<file path="src/hdl/capture_port_consts.svh">
// constants of the waveform capture serial port
`ifndef CAPTURE_PORT_CONSTS_SVH
`define CAPTURE_PORT_CONSTS_SVH

// ************************************************
// field positions
// ************************************************
`define CAP_GENCFG_ENABLE_BIT 6
`define CAP_SETUP_CLK_BIT     0
`define CAP_SETUP_SIZE_BIT    1
`define CAP_SETUP_GAP_BIT     2
`define CAP_SETUP_SET_LO      3
`define CAP_SETUP_SET_HI      4
`define CAP_SETUP_POL_BIT     5
`define CAP_SETUP_RESET       8'h00

// ************************************************
// word slots and sets
// ************************************************
`define CAP_SLOT_NEUTRAL      6
`define CAP_SLOT_POWER_FIRST  7
`define CAP_SLOT_VAR_FIRST    13
`define CAP_SLOT_LAST         15
`define CAP_SET_WAVES         2'h1
`define CAP_SET_POWERS        2'h2

// ************************************************
// timing
// ************************************************
`define CAP_REF_PERIOD_PS     10000
`define CAP_FAST_PERIOD_PS    125000
`define CAP_SLOW_PERIOD_PS    250000
`define CAP_GAP_CYCLES        7

`endif

</file>
<file path="src/hdl/capture_port_pkg.sv">
// types of the waveform capture serial port
package capture_port_pkg;

  // transfer sequencer states
  typedef enum logic [1:0] {
    CAP_IDLE,
    CAP_SHIFT,
    CAP_GAP,
    CAP_END
  } cap_state_t;

  // whole state of the capture port
  typedef struct packed {
    cap_state_t        state;     // sequencer
    logic              sclk;      // serial clock level
    logic              sdo;       // serial data level
    logic              sel;       // select level
    logic              enable;    // general config enable bit
    logic [7:0]        setup;     // setup register as written
    logic [5:0]        xCfg;      // setup latched per transfer
    logic [15:0][23:0] words;     // latched sample set
    logic [3:0]        wordIdx;   // slot being sent
    logic [3:0]        lastIdx;   // final slot of transfer
    logic [4:0]        bitCnt;    // bit within word, msb first
    logic [4:0]        gapCnt;    // half periods spent in gap
    logic              busy;      // transfer in progress
  } cap_state_all_t;

endpackage

</file>
<file path="src/hdl/clock_tick_gen.sv">
// half-period tick divider for the capture serial clock
`timescale 1ns/1ps
`include "capture_port_consts.svh"

module clock_tick_gen #(
  parameter int FAST_HALF = ((`CAP_FAST_PERIOD_PS / 2)
                            + `CAP_REF_PERIOD_PS - 1)
                            / `CAP_REF_PERIOD_PS,
  parameter int SLOW_HALF = ((`CAP_SLOW_PERIOD_PS / 2)
                            + `CAP_REF_PERIOD_PS - 1)
                            / `CAP_REF_PERIOD_PS
) (
  input  wire logic ref_clk,  // system clock
  input  wire logic reset,    // async reset, active high
  input  wire logic run,      // count while high
  input  wire logic slow,     // 1 selects the slower rate
  output logic      tick      // one-cycle pulse per half period
);

  // half periods round up so the link never runs above its rate
  logic [7:0] count_q;  // cycles into current half period
  logic [7:0] limit;    // last count of a half period

  // ************************************************
  // divider
  // ************************************************
  // rate choice
  always_comb begin
    limit = slow ? 8'(SLOW_HALF - 1) : 8'(FAST_HALF - 1);
  end

  // restarts on every run so the first tick is a full half period
  always_ff @(posedge ref_clk or posedge reset) begin
    if (reset) begin
      count_q <= 8'h00;
      tick    <= 1'b0;
    end else if (!run) begin
      count_q <= 8'h00;
      tick    <= 1'b0;
    end else if (count_q >= limit) begin
      count_q <= 8'h00;
      tick    <= 1'b1;
    end else begin
      count_q <= count_q + 8'h01;
      tick    <= 1'b0;
    end
  end

endmodule // clock_tick_gen

</file>
<file path="src/hdl/capture_port.sv">
// waveform capture serial port: streams sample words as a master
`timescale 1ns/1ps
`include "capture_port_consts.svh"

module capture_port #(
  parameter bit HAS_NEUTRAL  = 1'b1,  // neutral current present
  parameter bit HAS_REACTIVE = 1'b1   // reactive powers present
) (
  input  wire logic ref_clk,                    // 100 MHz clock
  input  wire logic reset,                      // async, active high
  input  wire logic hostIsI2c,                  // host port is I2C
  input  wire logic genCfgWrEn,                 // general config write
  input  wire logic [7:0] genCfgWrData,         // general config data
  input  wire logic setupWrEn,                  // setup write strobe
  input  wire logic [7:0] setupWrData,          // setup write data
  input  wire logic sampleStrobe,               // new samples ready
  input  wire logic [15:0][23:0] sampleWords,   // slot-ordered values
  output logic [7:0] setupRdData,               // setup readback
  output logic      captureEnabled,             // stored enable bit
  output logic      transferBusy,               // transfer running
  output logic      capture_clock_out,          // serial clock
  output logic      capture_data_out,           // serial data
  output logic      capture_select_out          // select line
);
  import capture_port_pkg::*;

  // ************************************************
  // declarations
  // ************************************************
  cap_state_all_t st_q;     // registered state
  cap_state_all_t st_d;     // next state
  logic           tick;     // half-period pulse
  logic           runDiv;   // divider runs during transfers
  logic           portOn;   // enable qualified by host mode
  logic           activeLv; // select level inside a package
  logic           idleLv;   // select level outside packages
  logic [31:0]    curWord;  // word now being shifted
  logic           lastBit;  // current bit closes its word
  logic           pkgEnd;   // current bit closes a package
  logic [1:0]     wordSet;  // latched word set selection

  // ************************************************
  // helpers
  // ************************************************
  // slot to outgoing word; absent registers read as zero
  function automatic logic [31:0] slotWord(
    input logic [15:0][23:0] w,
    input logic [3:0]        idx
  );
    logic [23:0] v;
    v = w[idx];
    if (!HAS_NEUTRAL && idx == 4'(`CAP_SLOT_NEUTRAL)) begin
      v = 24'h000000;
    end
    if (!HAS_REACTIVE && idx >= 4'(`CAP_SLOT_VAR_FIRST)) begin
      v = 24'h000000;
    end
    // sign extension to the link width
    slotWord = {{8{v[23]}}, v};
  endfunction

  // first slot of a word set
  function automatic logic [3:0] setFirst(input logic [1:0] s);
    setFirst = (s == `CAP_SET_POWERS)
             ? 4'(`CAP_SLOT_POWER_FIRST) : 4'h0;
  endfunction

  // last slot of a word set; 11 falls back to the full set
  function automatic logic [3:0] setLast(input logic [1:0] s);
    if (s == `CAP_SET_WAVES) begin
      setLast = 4'(`CAP_SLOT_NEUTRAL);
    end else begin
      setLast = 4'(`CAP_SLOT_LAST);
    end
  endfunction

  // ************************************************
  // rate divider
  // ************************************************
  // only runs while a transfer is out, so the clock idles
  assign runDiv = (st_q.state != CAP_IDLE);

  clock_tick_gen u_tick (
    .ref_clk (ref_clk),
    .reset   (reset),
    .run     (runDiv),
    .slow    (st_q.xCfg[`CAP_SETUP_CLK_BIT]),
    .tick    (tick)
  );

  // ************************************************
  // decode
  // ************************************************
  // qualified enable and package framing
  always_comb begin
    // spi host mode masks the enable bit
    portOn   = st_q.enable & hostIsI2c;
    // select level inside packages
    activeLv = st_q.xCfg[`CAP_SETUP_POL_BIT];
    // idle level follows the live setup value
    idleLv   = ~st_q.setup[`CAP_SETUP_POL_BIT];
    wordSet  = st_q.xCfg[`CAP_SETUP_SET_HI:`CAP_SETUP_SET_LO];
    // slots follow the fixed word order of the sample set
    curWord  = slotWord(st_q.words, st_q.wordIdx);
    lastBit  = (st_q.bitCnt == 5'h1f);
    // byte packages only matter with gaps
    if (st_q.xCfg[`CAP_SETUP_GAP_BIT]
        && st_q.xCfg[`CAP_SETUP_SIZE_BIT]) begin
      pkgEnd = (st_q.bitCnt[2:0] == 3'h7);
    end else begin
      pkgEnd = lastBit;
    end
  end

  // ************************************************
  // next state
  // ************************************************
  // all sequencing and register writes in one place
  always_comb begin
    st_d      = st_q;
    st_d.busy = (st_q.state != CAP_IDLE);

    // register writes; reserved setup bits are kept but unused
    if (genCfgWrEn) begin
      st_d.enable = genCfgWrData[`CAP_GENCFG_ENABLE_BIT];
    end
    if (setupWrEn) begin
      st_d.setup = setupWrData;
    end

    case (st_q.state)
      // waiting for a sample strobe
      CAP_IDLE: begin
        st_d.sclk = 1'b1;  // clock idles high
        st_d.sdo  = 1'b1;  // data idles high
        st_d.sel  = idleLv;
        // one start per strobe; strobes while busy are lost,
        // so long transfers fall to every other sample
        if (portOn && sampleStrobe) begin
          st_d.words   = sampleWords;
          // bits 7:6 never reach the sequencer
          st_d.xCfg    = st_q.setup[5:0];
          st_d.wordIdx = setFirst(
            st_q.setup[`CAP_SETUP_SET_HI:`CAP_SETUP_SET_LO]);
          st_d.lastIdx = setLast(
            st_q.setup[`CAP_SETUP_SET_HI:`CAP_SETUP_SET_LO]);
          st_d.bitCnt  = 5'h00;
          st_d.gapCnt  = 5'h00;
          st_d.sel     = st_q.setup[`CAP_SETUP_POL_BIT];
          st_d.state   = CAP_SHIFT;
          st_d.busy    = 1'b1;
        end
      end

      // shifting bits of a package
      CAP_SHIFT: begin
        if (tick) begin
          if (st_q.sclk) begin
            // falling edge: launch next bit msb first
            st_d.sclk = 1'b0;
            st_d.sdo  = curWord[5'd31 - st_q.bitCnt];
          end else begin
            // rising edge: the slave samples here
            st_d.sclk = 1'b1;
            st_d.bitCnt = st_q.bitCnt + 5'h01;
            if (lastBit) begin
              st_d.wordIdx = st_q.wordIdx + 4'h1;
            end
            if (lastBit && st_q.wordIdx == st_q.lastIdx) begin
              // whole set sent
              st_d.state = CAP_END;
            end else if (pkgEnd
                         && st_q.xCfg[`CAP_SETUP_GAP_BIT]) begin
              // idle clocks between packages
              st_d.gapCnt = 5'h00;
              st_d.state  = CAP_GAP;
            end
            // no gap: the next fall carries on
          end
        end
      end

      // idle clocks between packages, select released
      CAP_GAP: begin
        if (tick) begin
          st_d.sel    = ~activeLv;
          st_d.gapCnt = st_q.gapCnt + 5'h01;
          // two half periods per idle clock
          if (st_q.gapCnt == 5'(2 * `CAP_GAP_CYCLES - 1)) begin
            st_d.sel   = activeLv;
            st_d.state = CAP_SHIFT;
          end
        end
      end

      // release select half a period after the final rise
      CAP_END: begin
        if (tick) begin
          st_d.sel   = idleLv;
          st_d.sdo   = 1'b1;
          st_d.state = CAP_IDLE;
        end
      end

      default: begin
        st_d.state = CAP_IDLE;
      end
    endcase

    // losing the enable aborts at once; pins return to idle
    if (!portOn && st_q.state != CAP_IDLE) begin
      st_d.state = CAP_IDLE;
      st_d.sclk  = 1'b1;
      st_d.sdo   = 1'b1;
      st_d.sel   = idleLv;
      st_d.busy  = 1'b0;
    end
  end

  // ************************************************
  // state register
  // ************************************************
  // reset leaves the port off with data and select high
  always_ff @(posedge ref_clk or posedge reset) begin
    if (reset) begin
      st_q         <= '0;
      st_q.state   <= CAP_IDLE;
      st_q.sclk    <= 1'b1;
      st_q.sdo     <= 1'b1;
      st_q.sel     <= 1'b1;
      st_q.enable  <= 1'b0;
      st_q.setup   <= `CAP_SETUP_RESET;
    end else begin
      st_q <= st_d;
    end
  end

  // ************************************************
  // outputs
  // ************************************************
  // each output is a field of the state register
  // the port is always master and drives all three
  assign capture_clock_out  = st_q.sclk;
  assign capture_data_out   = st_q.sdo;
  assign capture_select_out = st_q.sel;
  assign setupRdData        = st_q.setup;
  assign transferBusy       = st_q.busy;
  assign captureEnabled     = st_q.enable;

endmodule // capture_port

</file>
<file path="config.mk">
export PLATFORM = sky130hd
export DESIGN_NAME = capture_port
export DESIGN_NICKNAME = d
export VERILOG_FILES = /design/src/hdl/capture_port_pkg.sv /design/src/hdl/clock_tick_gen.sv /design/src/hdl/capture_port.sv
export VERILOG_INCLUDE_DIRS = /design/src /design/src/hdl
export SDC_FILE = /design/constraint.sdc
export NUM_CORES = 1
export LEC_CHECK = 0
export ABC_AREA = 1
export BUFFER_PORTS_ARGS = -buffer_cell sky130_fd_sc_hd__buf_2
export CAP_MARGIN = 5
export CORE_UTILIZATION = 48
export DETAILED_ROUTE_END_ITERATION = 10
export MAX_ROUTING_LAYER = met4
export PLACE_DENSITY = 0.7
export SETUP_SLACK_MARGIN = 0.2
export SLEW_MARGIN = 20
export SYNTH_ARGS = -nofsm -noshare
export SYNTH_HDL_FRONTEND = slang
export SYNTH_SLANG_ARGS = --single-unit
</file>
<file path="constraint.sdc">
create_clock -name ref_clk -period 14 [get_ports ref_clk]
set_clock_uncertainty 0.1 [all_clocks]
set_input_delay 0.7 -clock ref_clk [delete_from_list [all_inputs] [get_ports ref_clk]]
set_output_delay 0.7 -clock ref_clk [all_outputs]
set_load 0.03 [all_outputs]
</file>
---- Word level (Yosys, flattened, before mapping) ----
Index checks and enable logic that the tools add are counted.
storage, ports and cells
  bits of input ports ..................... 406
  flip-flop bits (word level) ............. 432
  logic and storage cells ................. 131
operators by class
  magnitude comparators ................... 3
  bitwise gates (word level) .............. 3
  eq/ne operators ......................... 24
  muxes and demuxes ....................... 45
  add/sub/neg operators ................... 5
  reductions and logical operators ........ 21
operators with widths
  kind                 number
  $bmux 24 s4          1
  $mux 24              1
  $mux 4               6
  $mux 10              2
  $mux 5               4
  $mux 19              1
  $mux 2               8
  $mux 8               2
  $pmux 5 s3           1
  $reduce_and 7->1     2
  $ne 3x3->1 const B   4
  $mux 1               11
  $add 5x1->5 const B  2
  $ne 2x2->1 const B   5
  $pmux 5 s2           1
  $ne 3x2->1 const B   3
  $add 8x1->8 const B  1
  $ge 8x8->1           1
  $pmux 2 s4           1
  $pmux 4 s2           1
  $reduce_and 4->1     2
  $reduce_bool 4->1    2
  $eq 2x2->1 const B   3
  $lt 5x6->1 const B   1
  24 further kinds     35

---- Logic depth before layout (Yosys ltp) ----
Gate-level depths: netlist (run 1).
  depth in word-level cells ............... 9
  gate-level depth with buffers ........... 17
  gate-level depth less buffers ........... 15

---- Cells and area by module ----
A second synthesis (run 1) with hierarchy kept.
unflattened totals
  cells, all modules ...................... 2756
  area, all modules ....................... 20389.6 um^2
by module, submodules not included
  module          cells each  area an instance (um^2)  times used
  capture_port    2716        19989.2                  1
  clock_tick_gen  40          400.4                    1

---- Least setup slack after synthesis (run 1) ----
No wires, ideal clock.
  path type ............................... input port to flip-flop
  from .................................... input hostIsI2c
  to ...................................... register st_q[1] (netlist bit)
  setup time .............................. 0.119 ns
  setup slack ............................. 11.919 ns
  buffers on the path ..................... 0
  stages .................................. 10
  arrival time ............................ 1.862 ns
  cells stage by stage .................... nand2_1 -> nor2_1 -> inv_1 -> nand2_1 -> nand2_1 -> a2111oi_2 -> nand2_2 -> inv_2 -> o21ai_0 -> o21a_1
between the ends
  cells in the longest elaborated chain, start to end .. 4
RTL lines
  item                        RTL line             RTL
  from (decl)                 capture_port.sv:11   input wire logic hostIsI2c,
  $and 1x1->1                 capture_port.sv:97   portOn = st_q.enable & hostIsI2c;
  $logic_and 1x1->1           capture_port.sv:139  if (portOn && sampleStrobe) begin
  $ne 2x2->1 (no line)        -
  $reduce_and 7->1 (no line)  -
  to (signal assigned)        capture_port.sv:234  st_q <= st_d;
  to (decl)                   capture_port.sv:30   cap_state_all_t st_q;
No other way between the ends.
A chain may end at the register's enable or synchronous reset.

---- Worst setup path in the final report (run 1) ----
  from .................................... register st_q[15] (netlist bit)
  to ...................................... register st_q, in the netlist capture_data_out
between the ends
  cells in the longest elaborated chain, start to end .. 8
RTL lines
  item                           RTL line             RTL
  $bmux 24 s4                    capture_port.sv:51   v = w[idx];
  $mux 24 (not written as such)  capture_port.sv:51
  $bmux 1 s5                     capture_port.sv:161  st_d.sdo = curWord[5'd31 - st_q.bitCnt];
  $mux 1 (not written as such)   capture_port.sv:161
  $mux 1                         capture_port.sv:158  if (st_q.sclk) begin
  $mux 4                         capture_port.sv:157  if (tick) begin
  $pmux 1 s3                     capture_port.sv:131  case (st_q.state)
  $mux 5                         capture_port.sv:211  if (!portOn && st_q.state != CAP_IDLE) begin
No other way between the ends. The select of a mux whose other input is x is not followed.

==> impl_metrics.toml, run 1 <==
[timing]
setup_tns_ns = 0
fmax_ghz = 0.250
final.min_clock_period_ns = 4.00
finalHoldViolations = 0
setup_viol = 0
final_max_slew_viol_count = 0
min_period_over_period = 0.286
relSlewSlack = 0.263
tightest_slew_ns = 1.11
rsz0062_at_grt = "no"

[routing]
drc_errors = 0
drt_iter0_markers = 1964
ant_nets = 0
routed_wl_um = 65600
wl_per_cell_um = 18.0
vias = 18900
drt-pass1-iter-count = 8
vias_per_cell = 5.18

[setup_path]
path_class = "flip-flop to flip-flop"
arrival_ns = 4.41
worst_setup_path_end_kind = "flip-flop"
cp-start-kind = "flip-flop"
worstPathRequired_ns = 14.40
cp_max_fo = 80

[placed_design]
dpl.hpwl_um = 45400
place.gp.congestion = 0.931
place_area_um2 = 22600
io_buffers = 411

[synthesis]
syn_area_um2 = 20500
async_flop_share = 1.00
seq_area_frac_synth = 0.522
syn_area_per_cell_um2 = 7.43
synth-edff-count = 0
yosysWarnings = 0
synth_cells = 2761
ys_seq_elements = 428
yosys_most_used_dff = "dfrtp_1"
synth_cell_types = 40

[clocking]
cts_tree = "yes"
clockRootBuffer = "clkbuf_16"
ctsHtreeMaxLevel = 2
cts_num_sinks = 428
cts_resized = 0
path_clk_slew_ns = 0.06
clk_path_buf_depth = 3
cts_made_buffers = 46
post_cts_buffers = 0
cts.hold.buffers_added = 0
clk_latency_ns = 0.58

[global_route]
grt_pass1_wl_um = 101000
grt_usage = 0.311
overflow = 0
antenna_found_initial = 6
grt_pass1_vias = 18300
grt_max_degree = 244

[floorplanning]
die-area_um2 = 43600
rows = 75
io_pins = 419
core_area_um2 = 42000
start_util = 0.488
die_w_um = 209
die_height_um = 209

[cells_and_area]
final_cell_mix = "1,514 x nand2_1, 424 x dfrtp_1, 411 x buf_2, 216 x o21ai_0, 140 x inv_1"
final_nets = 3490
layout_commonest_cell = "nand2_1"
syn2layout_area_growth_pct = 17.9
drive_above_1_share = 0.170
final_cell_area_um2 = 24200

[status]
status = "finished clean"

[power]
powerDensity_nw_per_um2 = 213
peakVddDrop_mv = 0.105
power.leakage_nw = 12.9
total_power_mw = 5.16

[hold_path]
hp-class = "input pin to async pin"

[run]
maxCapViolCount = 0
critical path, stage by stage, from the launching register on:
cell	delay [ns]
dfrtp_4	0.89
buf_4	0.66
buf_4	0.73
o21ai_0	0.27
a21oi_1	0.19
nand4_1	0.27
nand3_1	0.14
nand2_1	0.06
nor2_1	0.13
nor2_1	0.06
nor2_1	0.12
nor2_1	0.08
nor2_1	0.09
nor2_1	0.04
area by class of cell:
cell class                 instances  area (um2)
fill                            3993       17800
clock buffer                      76        1490
timing repair buffer             429        2230
clock inverter                     7        92.6
tap                              539         674
inverter                         149         577
antenna                            8        20.0
sequential                       428       10700
multi-input combinational       2017        8400
registers in the layout, summed over array words and instances, names as in the netlist:
signal / flops
capture_select_out: 1
capture_data_out: 1
setupRdData: 8
st_q: 405
activeLv: 1
u_tick.count_q: 8
capture_clock_out: 1
u_tick.tick: 1
captureEnabled: 1
transferBusy: 1
through the flow:
step                setup WS, ns  hold slack, ns   util  instances
floorplan                   1.29           0.342      -       2763
global placement            9.92           0.354  0.537       3561
detailed placement          9.87           0.358  0.537       3561
CTS                        10.06           0.197  0.574       3644
global route                9.68           0.207  0.575       3651
finish                      10.0           0.166  0.576       3653
cell usage after synthesis (6+ instances only):
cell type / instances / area share
mux2_2: 6 / 0.0033
inv_1: 142 / 0.026
dfrtp_1: 425 / 0.52
buf_2: 86 / 0.021
clkbuf_1: 53 / 0.0097
ha_1: 13 / 0.0079
nor2_1: 47 / 0.0086
a21oi_1: 71 / 0.017
o21ai_0: 216 / 0.053
o21ai_1: 13 / 0.0032
nand3_1: 83 / 0.020
buf_6: 7 / 0.0038
nand4_1: 20 / 0.0061
buf_4: 20 / 0.0073
nand2_1: 1514 / 0.28
where the power goes:
part           switching, mW  leakage (nW)  internal [mW]
Combinational           1.23          6.81          0.571
Clock                  0.503         0.783          0.758
Sequential             0.303          5.31           1.79
Total                   2.04          12.9           3.12
path summary, 6_finish.rpt:
check,start,to,slack (ns),depth (start not counted)
worst max-delay path,st_q[15],capture_data_out,10.0,13
worst min-delay path,reset,st_q[235],0.17,2
worst max register to register,st_q[15],capture_data_out,10.0,13
worst min register to register,st_q[24],st_q[24],0.37,2
max in group asynchronous,reset,st_q[35],11.48,4
min in group ref_clk,sampleWords[62],st_q[81],0.22,3
cells by family (layout without fill, tap and decap cells):
logic type | after synthesis | after routing | synth area share
and+or+nand+nor | 1675 | 1675 | 0.315
DFF | 428 | 428 | 0.522
buffers and inverters | 318 | 661 | 0.0698
AOI/OAI and AO/OA | 315 | 315 | 0.0793
adders and majority gates | 13 | 13 | 0.00793
muxes | 6 | 6 | 0.00329
xor gates and xnor gates | 5 | 5 | 0.00213
other | 1 | 11 | 0.000183
routing by layer:
layer	part of all wire	track usage
met1	0.43	0.408
met2	0.47	0.480
met3	0.067	0.0568
met4	0.040	0.124
met5	0	-
Note: power is estimated with default switching activity, not from simulation.
==> inputs of run 2 (changes only) <==
Settings changed: ABC_AREA 1 to 0, PLACE_DENSITY 0.7 to 0.71.
Clock period 14 ns to 3.8 ns, I/O delays scaled along.
==> run 2 against run 1 <==
  * Combinational power grew to 4.3 times the previous value
  * Synthesized area is 4.3% lower
  * Register-to-register slack worse by 9.4 ns
  * Critical endpoint unchanged
  * Via count decreased by 22%
  * Synthesized cell count is 53% lower
  * Highest routed layer unchanged
  * Setup slack lost 9.4 ns
==> impl_metrics.toml, run 2 <==
[cells_and_area]
layout_commonest_cell = "dfrtp_1"
largest_reg_flops = 405
final_cell_mix = "421 x dfrtp_1, 411 x buf_2, 406 x dlygate4sd3_1, 400 x mux2_2, 95 x mux4_2"
final_cell_area_um2 = 27900
final_nets = 2531
syn2layout_area_growth_pct = 42.2
drive_above_1_share = 0.477
top_register = "st_q"
fin_util = 0.698

[synthesis]
yosys_most_used_dff = "dfrtp_1"
synth_top_area_cell = "dfrtp_1"
synth_xor_area_frac = 0.00223
yosysWarnings = 0
synth_cells = 1307
synth_area_leaders = "dfrtp_1 54%, mux2_2 23%, mux4_2 11%"
ys_top_cells_by_count = "425 x dfrtp_1, 400 x mux2_2, 95 x mux4_2"
synth_mux_area_frac = 0.349
syn_area_per_cell_um2 = 15.0
syn_area_um2 = 19600
async_flop_share = 1.00
synth-edff-count = 0
synth.most_common_cell = "dfrtp_1"
yosys.area_share.simple = 0.0357
synth_top_area_frac = 0.542
synth_top_family_by_area = "multiplexers"
synth_fa_ha_area_frac = 0.00829
ys_seq_elements = 428
synth_compound_area_frac = 0.0335
seq_area_frac_synth = 0.546
synth_cell_types = 63

[routing]
wl_per_cell_um = 22.9
routed_wl_um = 61600
vias = 14800
vias_per_cell = 5.51
ant_nets = 0
drt-pass1-iter-count = 5
drc_errors = 0
drt_iter0_markers = 777

[clocking]
cts_resized = 0
clk_path_buf_depth = 3
path_clk_slew_ns = 0.06
ctsHtreeMaxLevel = 2
cts_made_buffers = 46
cts_tree = "yes"
cts_num_sinks = 428
clk_latency_ns = 0.59
clockRootBuffer = "clkbuf_16"

[timing]
setup_viol = 0
tightest_slew_ns = 0.983
fmax_ghz = 0.309
finalHoldViolations = 0
final_max_slew_viol_count = 0
min_period_over_period = 0.851
rsz0062_at_grt = "no"
final.min_clock_period_ns = 3.23
relSlewSlack = 0.344

[setup_path]
cp_max_fo = 20
cpMostUsedCell = "mux4_2"
worst_setup_path_end_kind = "flip-flop"
arrival_ns = 3.63
path_class = "flip-flop to flip-flop"
cp_cell_sequence = "buf_12 > mux4_2 > mux4_2 > a2111oi_0 > nor3_1 > o2111ai_1 > a32oi_1"
rr_startpoint = "st_q[15]"
crit_start = "st_q[15]"
crit_buf_inv = 1
worstPathRequired_ns = 4.20
cp_slowest_stage_delay_ns = 0.64
cpMaxStageDelayCell = "dfrtp_4"
cp-start-kind = "flip-flop"
crit_family = "multiplexers"

[global_route]
grt_usage = 0.309
antenna_found_initial = 19
grt_pass1_vias = 16600
grt_pass1_wl_um = 93800
grt_max_degree = 125
overflow = 0

[status]
status = "finished clean"

[power]
peakVddDrop_mv = 0.535
power.leakage_nw = 12.5
total_power_mw = 20.5
powerDensity_nw_per_um2 = 734

[placed_design]
dpl.hpwl_um = 38500
place_area_um2 = 22300
io_buffers = 411
place.gp.congestion = 0.892

[floorplanning]
rows = 73
die-area_um2 = 41700
die_w_um = 204
start_util = 0.491
core_area_um2 = 40000
die_height_um = 204
io_pins = 419

[hold_path]
hp-class = "input pin to async pin"

[run]
maxCapViolCount = 0
## run 2: worst min-delay path, stage by stage
cell,delay [ns]
dlygate4sd3_1,0.53
buf_2,0.13
clkinvlp_4,0.38
## run 2: worst paths after layout
| path | to | slack, ns | depth (start not counted) |
|---|---|---|---|
| max in group asynchronous | st_q[86] | 2.40 | 5 |
| min in group ref_clk | st_q[170] | 0.27 | 3 |
| max | capture_data_out | 0.57 | 7 |
| min reg2reg | capture_data_out | 0.37 | 2 |
| max reg2reg | capture_data_out | 0.57 | 7 |
| min | st_q[6] | 0.12 | 3 |
## run 2: power by group
part / internal [mW] / switching [mW]
clock: 2.62 / 1.88
sequential: 6.76 / 1.52
combinational: 4.37 / 3.34
total: 13.7 / 6.75
## run 2: kinds of logic (layout without fill, tap and decap cells)
| family | count (synthesis) | in the layout |
|---|---|---|
| other cells | 1 | 24 |
| xor+xnor | 5 | 5 |
| flops | 428 | 428 |
| mux | 515 | 515 |
| fa+ha+maj | 13 | 13 |
| compound gates | 95 | 95 |
| buf+inv | 110 | 945 |
| simple gates | 140 | 140 |
## run 2: cell type report
cell class,instances,area (um2)
timing repair buffer,851,6490
tap,525,657
clock inverter,11,124
multi-input combinational,771,8430
inverter,14,56.3
clock buffer,69,1370
antenna,21,52.6
fill,2622,12100
sequential,428,10700
## run 2: per-layer routing
layer | track usage | wire (um)
met5 | - | 0
met4 | 0.135 | 2420
met3 | 0.0545 | 3310
met2 | 0.527 | 32500
met1 | 0.357 | 23500
## run 2: per-stage QoR
step	std cells	setup TNS, ns	setup WS [ns]	hold slack, ns
CTS	2669	0	0.577	0.105
finish	2690	0	0.566	0.125
global placement	2183	0	0.573	0.195
floorplan	1309	-964.61	-2.26	0.213
detailed placement	2183	0	0.610	0.193
global route	2688	0	0.406	0.162
## run 2: repair_timing
action	4_1_cts	5_1_grt
setup buffers	0	0
hold buffers	406	0
endpoints found under the hold margin	412	0
==> inputs of run 3 (changes only) <==
Settings changed: CORE_UTILIZATION 48 to 55, PLACE_DENSITY 0.71 to 0.79.
==> run 3 against run 2 <==
  * Clock-buffer cell count is 1 higher
  * Register-to-register slack lost 0.07 ns
  * Final cell count shrank 2.7%
==> impl_metrics.toml, run 3 (synthesis gave the netlist of run 2 again) <==
[clocking]
ctsHtreeMaxLevel = 2
cts_made_buffers = 46
clockRootBuffer = "clkbuf_16"
cts_num_sinks = 428
clk_latency_ns = 0.60
clk_path_buf_depth = 3
path_clk_slew_ns = 0.06
cts_resized = 0
cts_tree = "yes"

[setup_path]
path_class = "flip-flop to flip-flop"
worstPathRequired_ns = 4.21
crit_family = "multiplexers"
reg2reg_setup_slack_ns = 0.50
timing.rr.end = "capture_data_out"
cp_cell_sequence = "mux4_2 > mux4_2 > a2111oi_0 > nor3_1 > o2111ai_1 > a32oi_1"
cp_slowest_stage_delay_ns = 0.88
cp_max_fo = 28
cpMaxStageDelayCell = "dfrtp_4"
crit_buf_inv = 0
worst_setup_path_end_kind = "flip-flop"
arrival_ns = 3.71
rr_startpoint = "st_q[15]"
cpMostUsedCell = "mux4_2"
ff2ff_path_depth = 6
cp-start-kind = "flip-flop"

[timing]
setup_viol = 0
rsz0062_at_grt = "no"
tightest_slew_ns = 0.891
relSlewSlack = 0.405
min_period_over_period = 0.869
setup_tns_ns = 0
finalHoldViolations = 0
fmax_ghz = 0.303
final_max_slew_viol_count = 0
final.min_clock_period_ns = 3.30

[floorplanning]
io_pins = 419
start_util = 0.564
die-area_um2 = 36500
rows = 68
die_height_um = 191
die_w_um = 191
core_area_um2 = 34800

[cells_and_area]
syn2layout_area_growth_pct = 41.3
final_nets = 2525
final_cell_area_um2 = 27700
final_cell_mix = "421 x dfrtp_1, 411 x buf_2, 406 x dlygate4sd3_1, 400 x mux2_2, 95 x mux4_2"
layout_commonest_cell = "dfrtp_1"
top_register = "st_q"
layout.area.seq_um2 = 10700
num-fill-cells = 1816
drive_above_1_share = 0.473
multiInputGateArea_um2 = 8430
largest_reg_flops = 405

[global_route]
grt_pass1_wl_um = 97000
grt_pass1_vias = 17000
grt_usage = 0.373
antenna_found_initial = 20
grt_max_degree = 145
overflow = 0

[routing]
ant_nets = 0
vias = 15400
drc_errors = 0
wl_per_cell_um = 25.3
drt-pass1-iter-count = 7
drt_iter0_markers = 1160
routed_wl_um = 66200
vias_per_cell = 5.89

[placed_design]
io_buffers = 411
place_area_um2 = 22200
place.gp.congestion = 0.899
dpl.hpwl_um = 37500

[power]
peakVddDrop_mv = 0.533
power_frac_comb = 0.371
powerDensity_nw_per_um2 = 741
swShare = 0.341
p_int_mw = 13.5
p_clk_frac = 0.215
total_power_mw = 20.5
seq_power_share = 0.415
power.switching_mw = 7.00
power.leakage_nw = 12.4

[hold_path]
hp-class = "input pin to async pin"

[status]
status = "finished clean"

[run]
maxCapViolCount = 0
==> run 3: changes by cell type in the layout (fill, tap and decap cells not counted), moves of 2 or more <==
| cell | previous run | this run |
|---|---|---|
| clkbuf_8 | 11 | 6 |
| diode_2 | 21 | 25 |
| buf_4 | 25 | 18 |
| clkbuf_1 | 11 | 17 |
| clkinv_8 | 0 | 2 |
==> run 3: repair_timing <==
item,4_1_cts,5_1_grt
hold buffers,406,0
hold endpoints to repair,421,0
buffers inserted,0,0
==> run 3: metal layers <==
metal,vias up,track usage,part of all wire
met4,0,0.230,0.064
met2,796,0.634,0.53
met5,-,-,0
met3,266,0.0710,0.060
met1,7861,0.403,0.35
li1,6496,-,-
==> run 3: how the worst max path moves through the flow <==
stage | start | endpoint | slack [ns] | depth (start not counted)
after floorplan | reset | activeLv | -2.26 | 1
after detailed placement | st_q[15] | capture_data_out | 0.61 | 8
final | st_q[15] | capture_data_out | 0.50 | 6
after global placement | st_q[15] | capture_data_out | 0.63 | 9
after CTS | st_q[15] | capture_data_out | 0.60 | 8
after global routing | st_q[15] | capture_data_out | 0.37 | 8
==> run 3: worst reg2reg max path, cell delays in order, from the launching register on <==
cell and delay, ns:
dfrtp_4 0.88, mux4_2 0.66, mux4_2 0.51, a2111oi_0 0.54, nor3_1 0.14, o2111ai_1 0.26
a32oi_1 0.14
==> run 3: cell type report <==
type,instances,share of cell area
sequential,428,0.387
multi-input combinational,771,0.304
timing repair buffer,845,0.233
clock buffer,70,0.0477
tap,455,0.0205
clock inverter,10,0.00361
antenna,25,0.00226
inverter,14,0.00203
==> run 3: power by group through the flow <==
stage / registers, mW / clock network (mW) / logic [mW]
after floorplan: 7.54 / 0 / 5.50
after global routing: 8.67 / 4.61 / 8.04
after global placement: 8.10 / 0 / 6.81
final: 8.52 / 4.41 / 7.61
after CTS: 8.18 / 4.35 / 7.36
after detailed placement: 8.25 / 0 / 6.98
==> run 3: metrics by stage <==
step | hold slack [ns] | utilization | worst slack [ns] | cells
CTS | 0.169 | 0.795 | 0.597 | 2593
global placement | 0.212 | 0.637 | 0.631 | 2107
detailed placement | 0.228 | 0.637 | 0.614 | 2107
finish | 0.165 | 0.797 | 0.498 | 2618
floorplan | 0.213 | - | -2.26 | 1309
global route | 0.202 | 0.796 | 0.366 | 2613
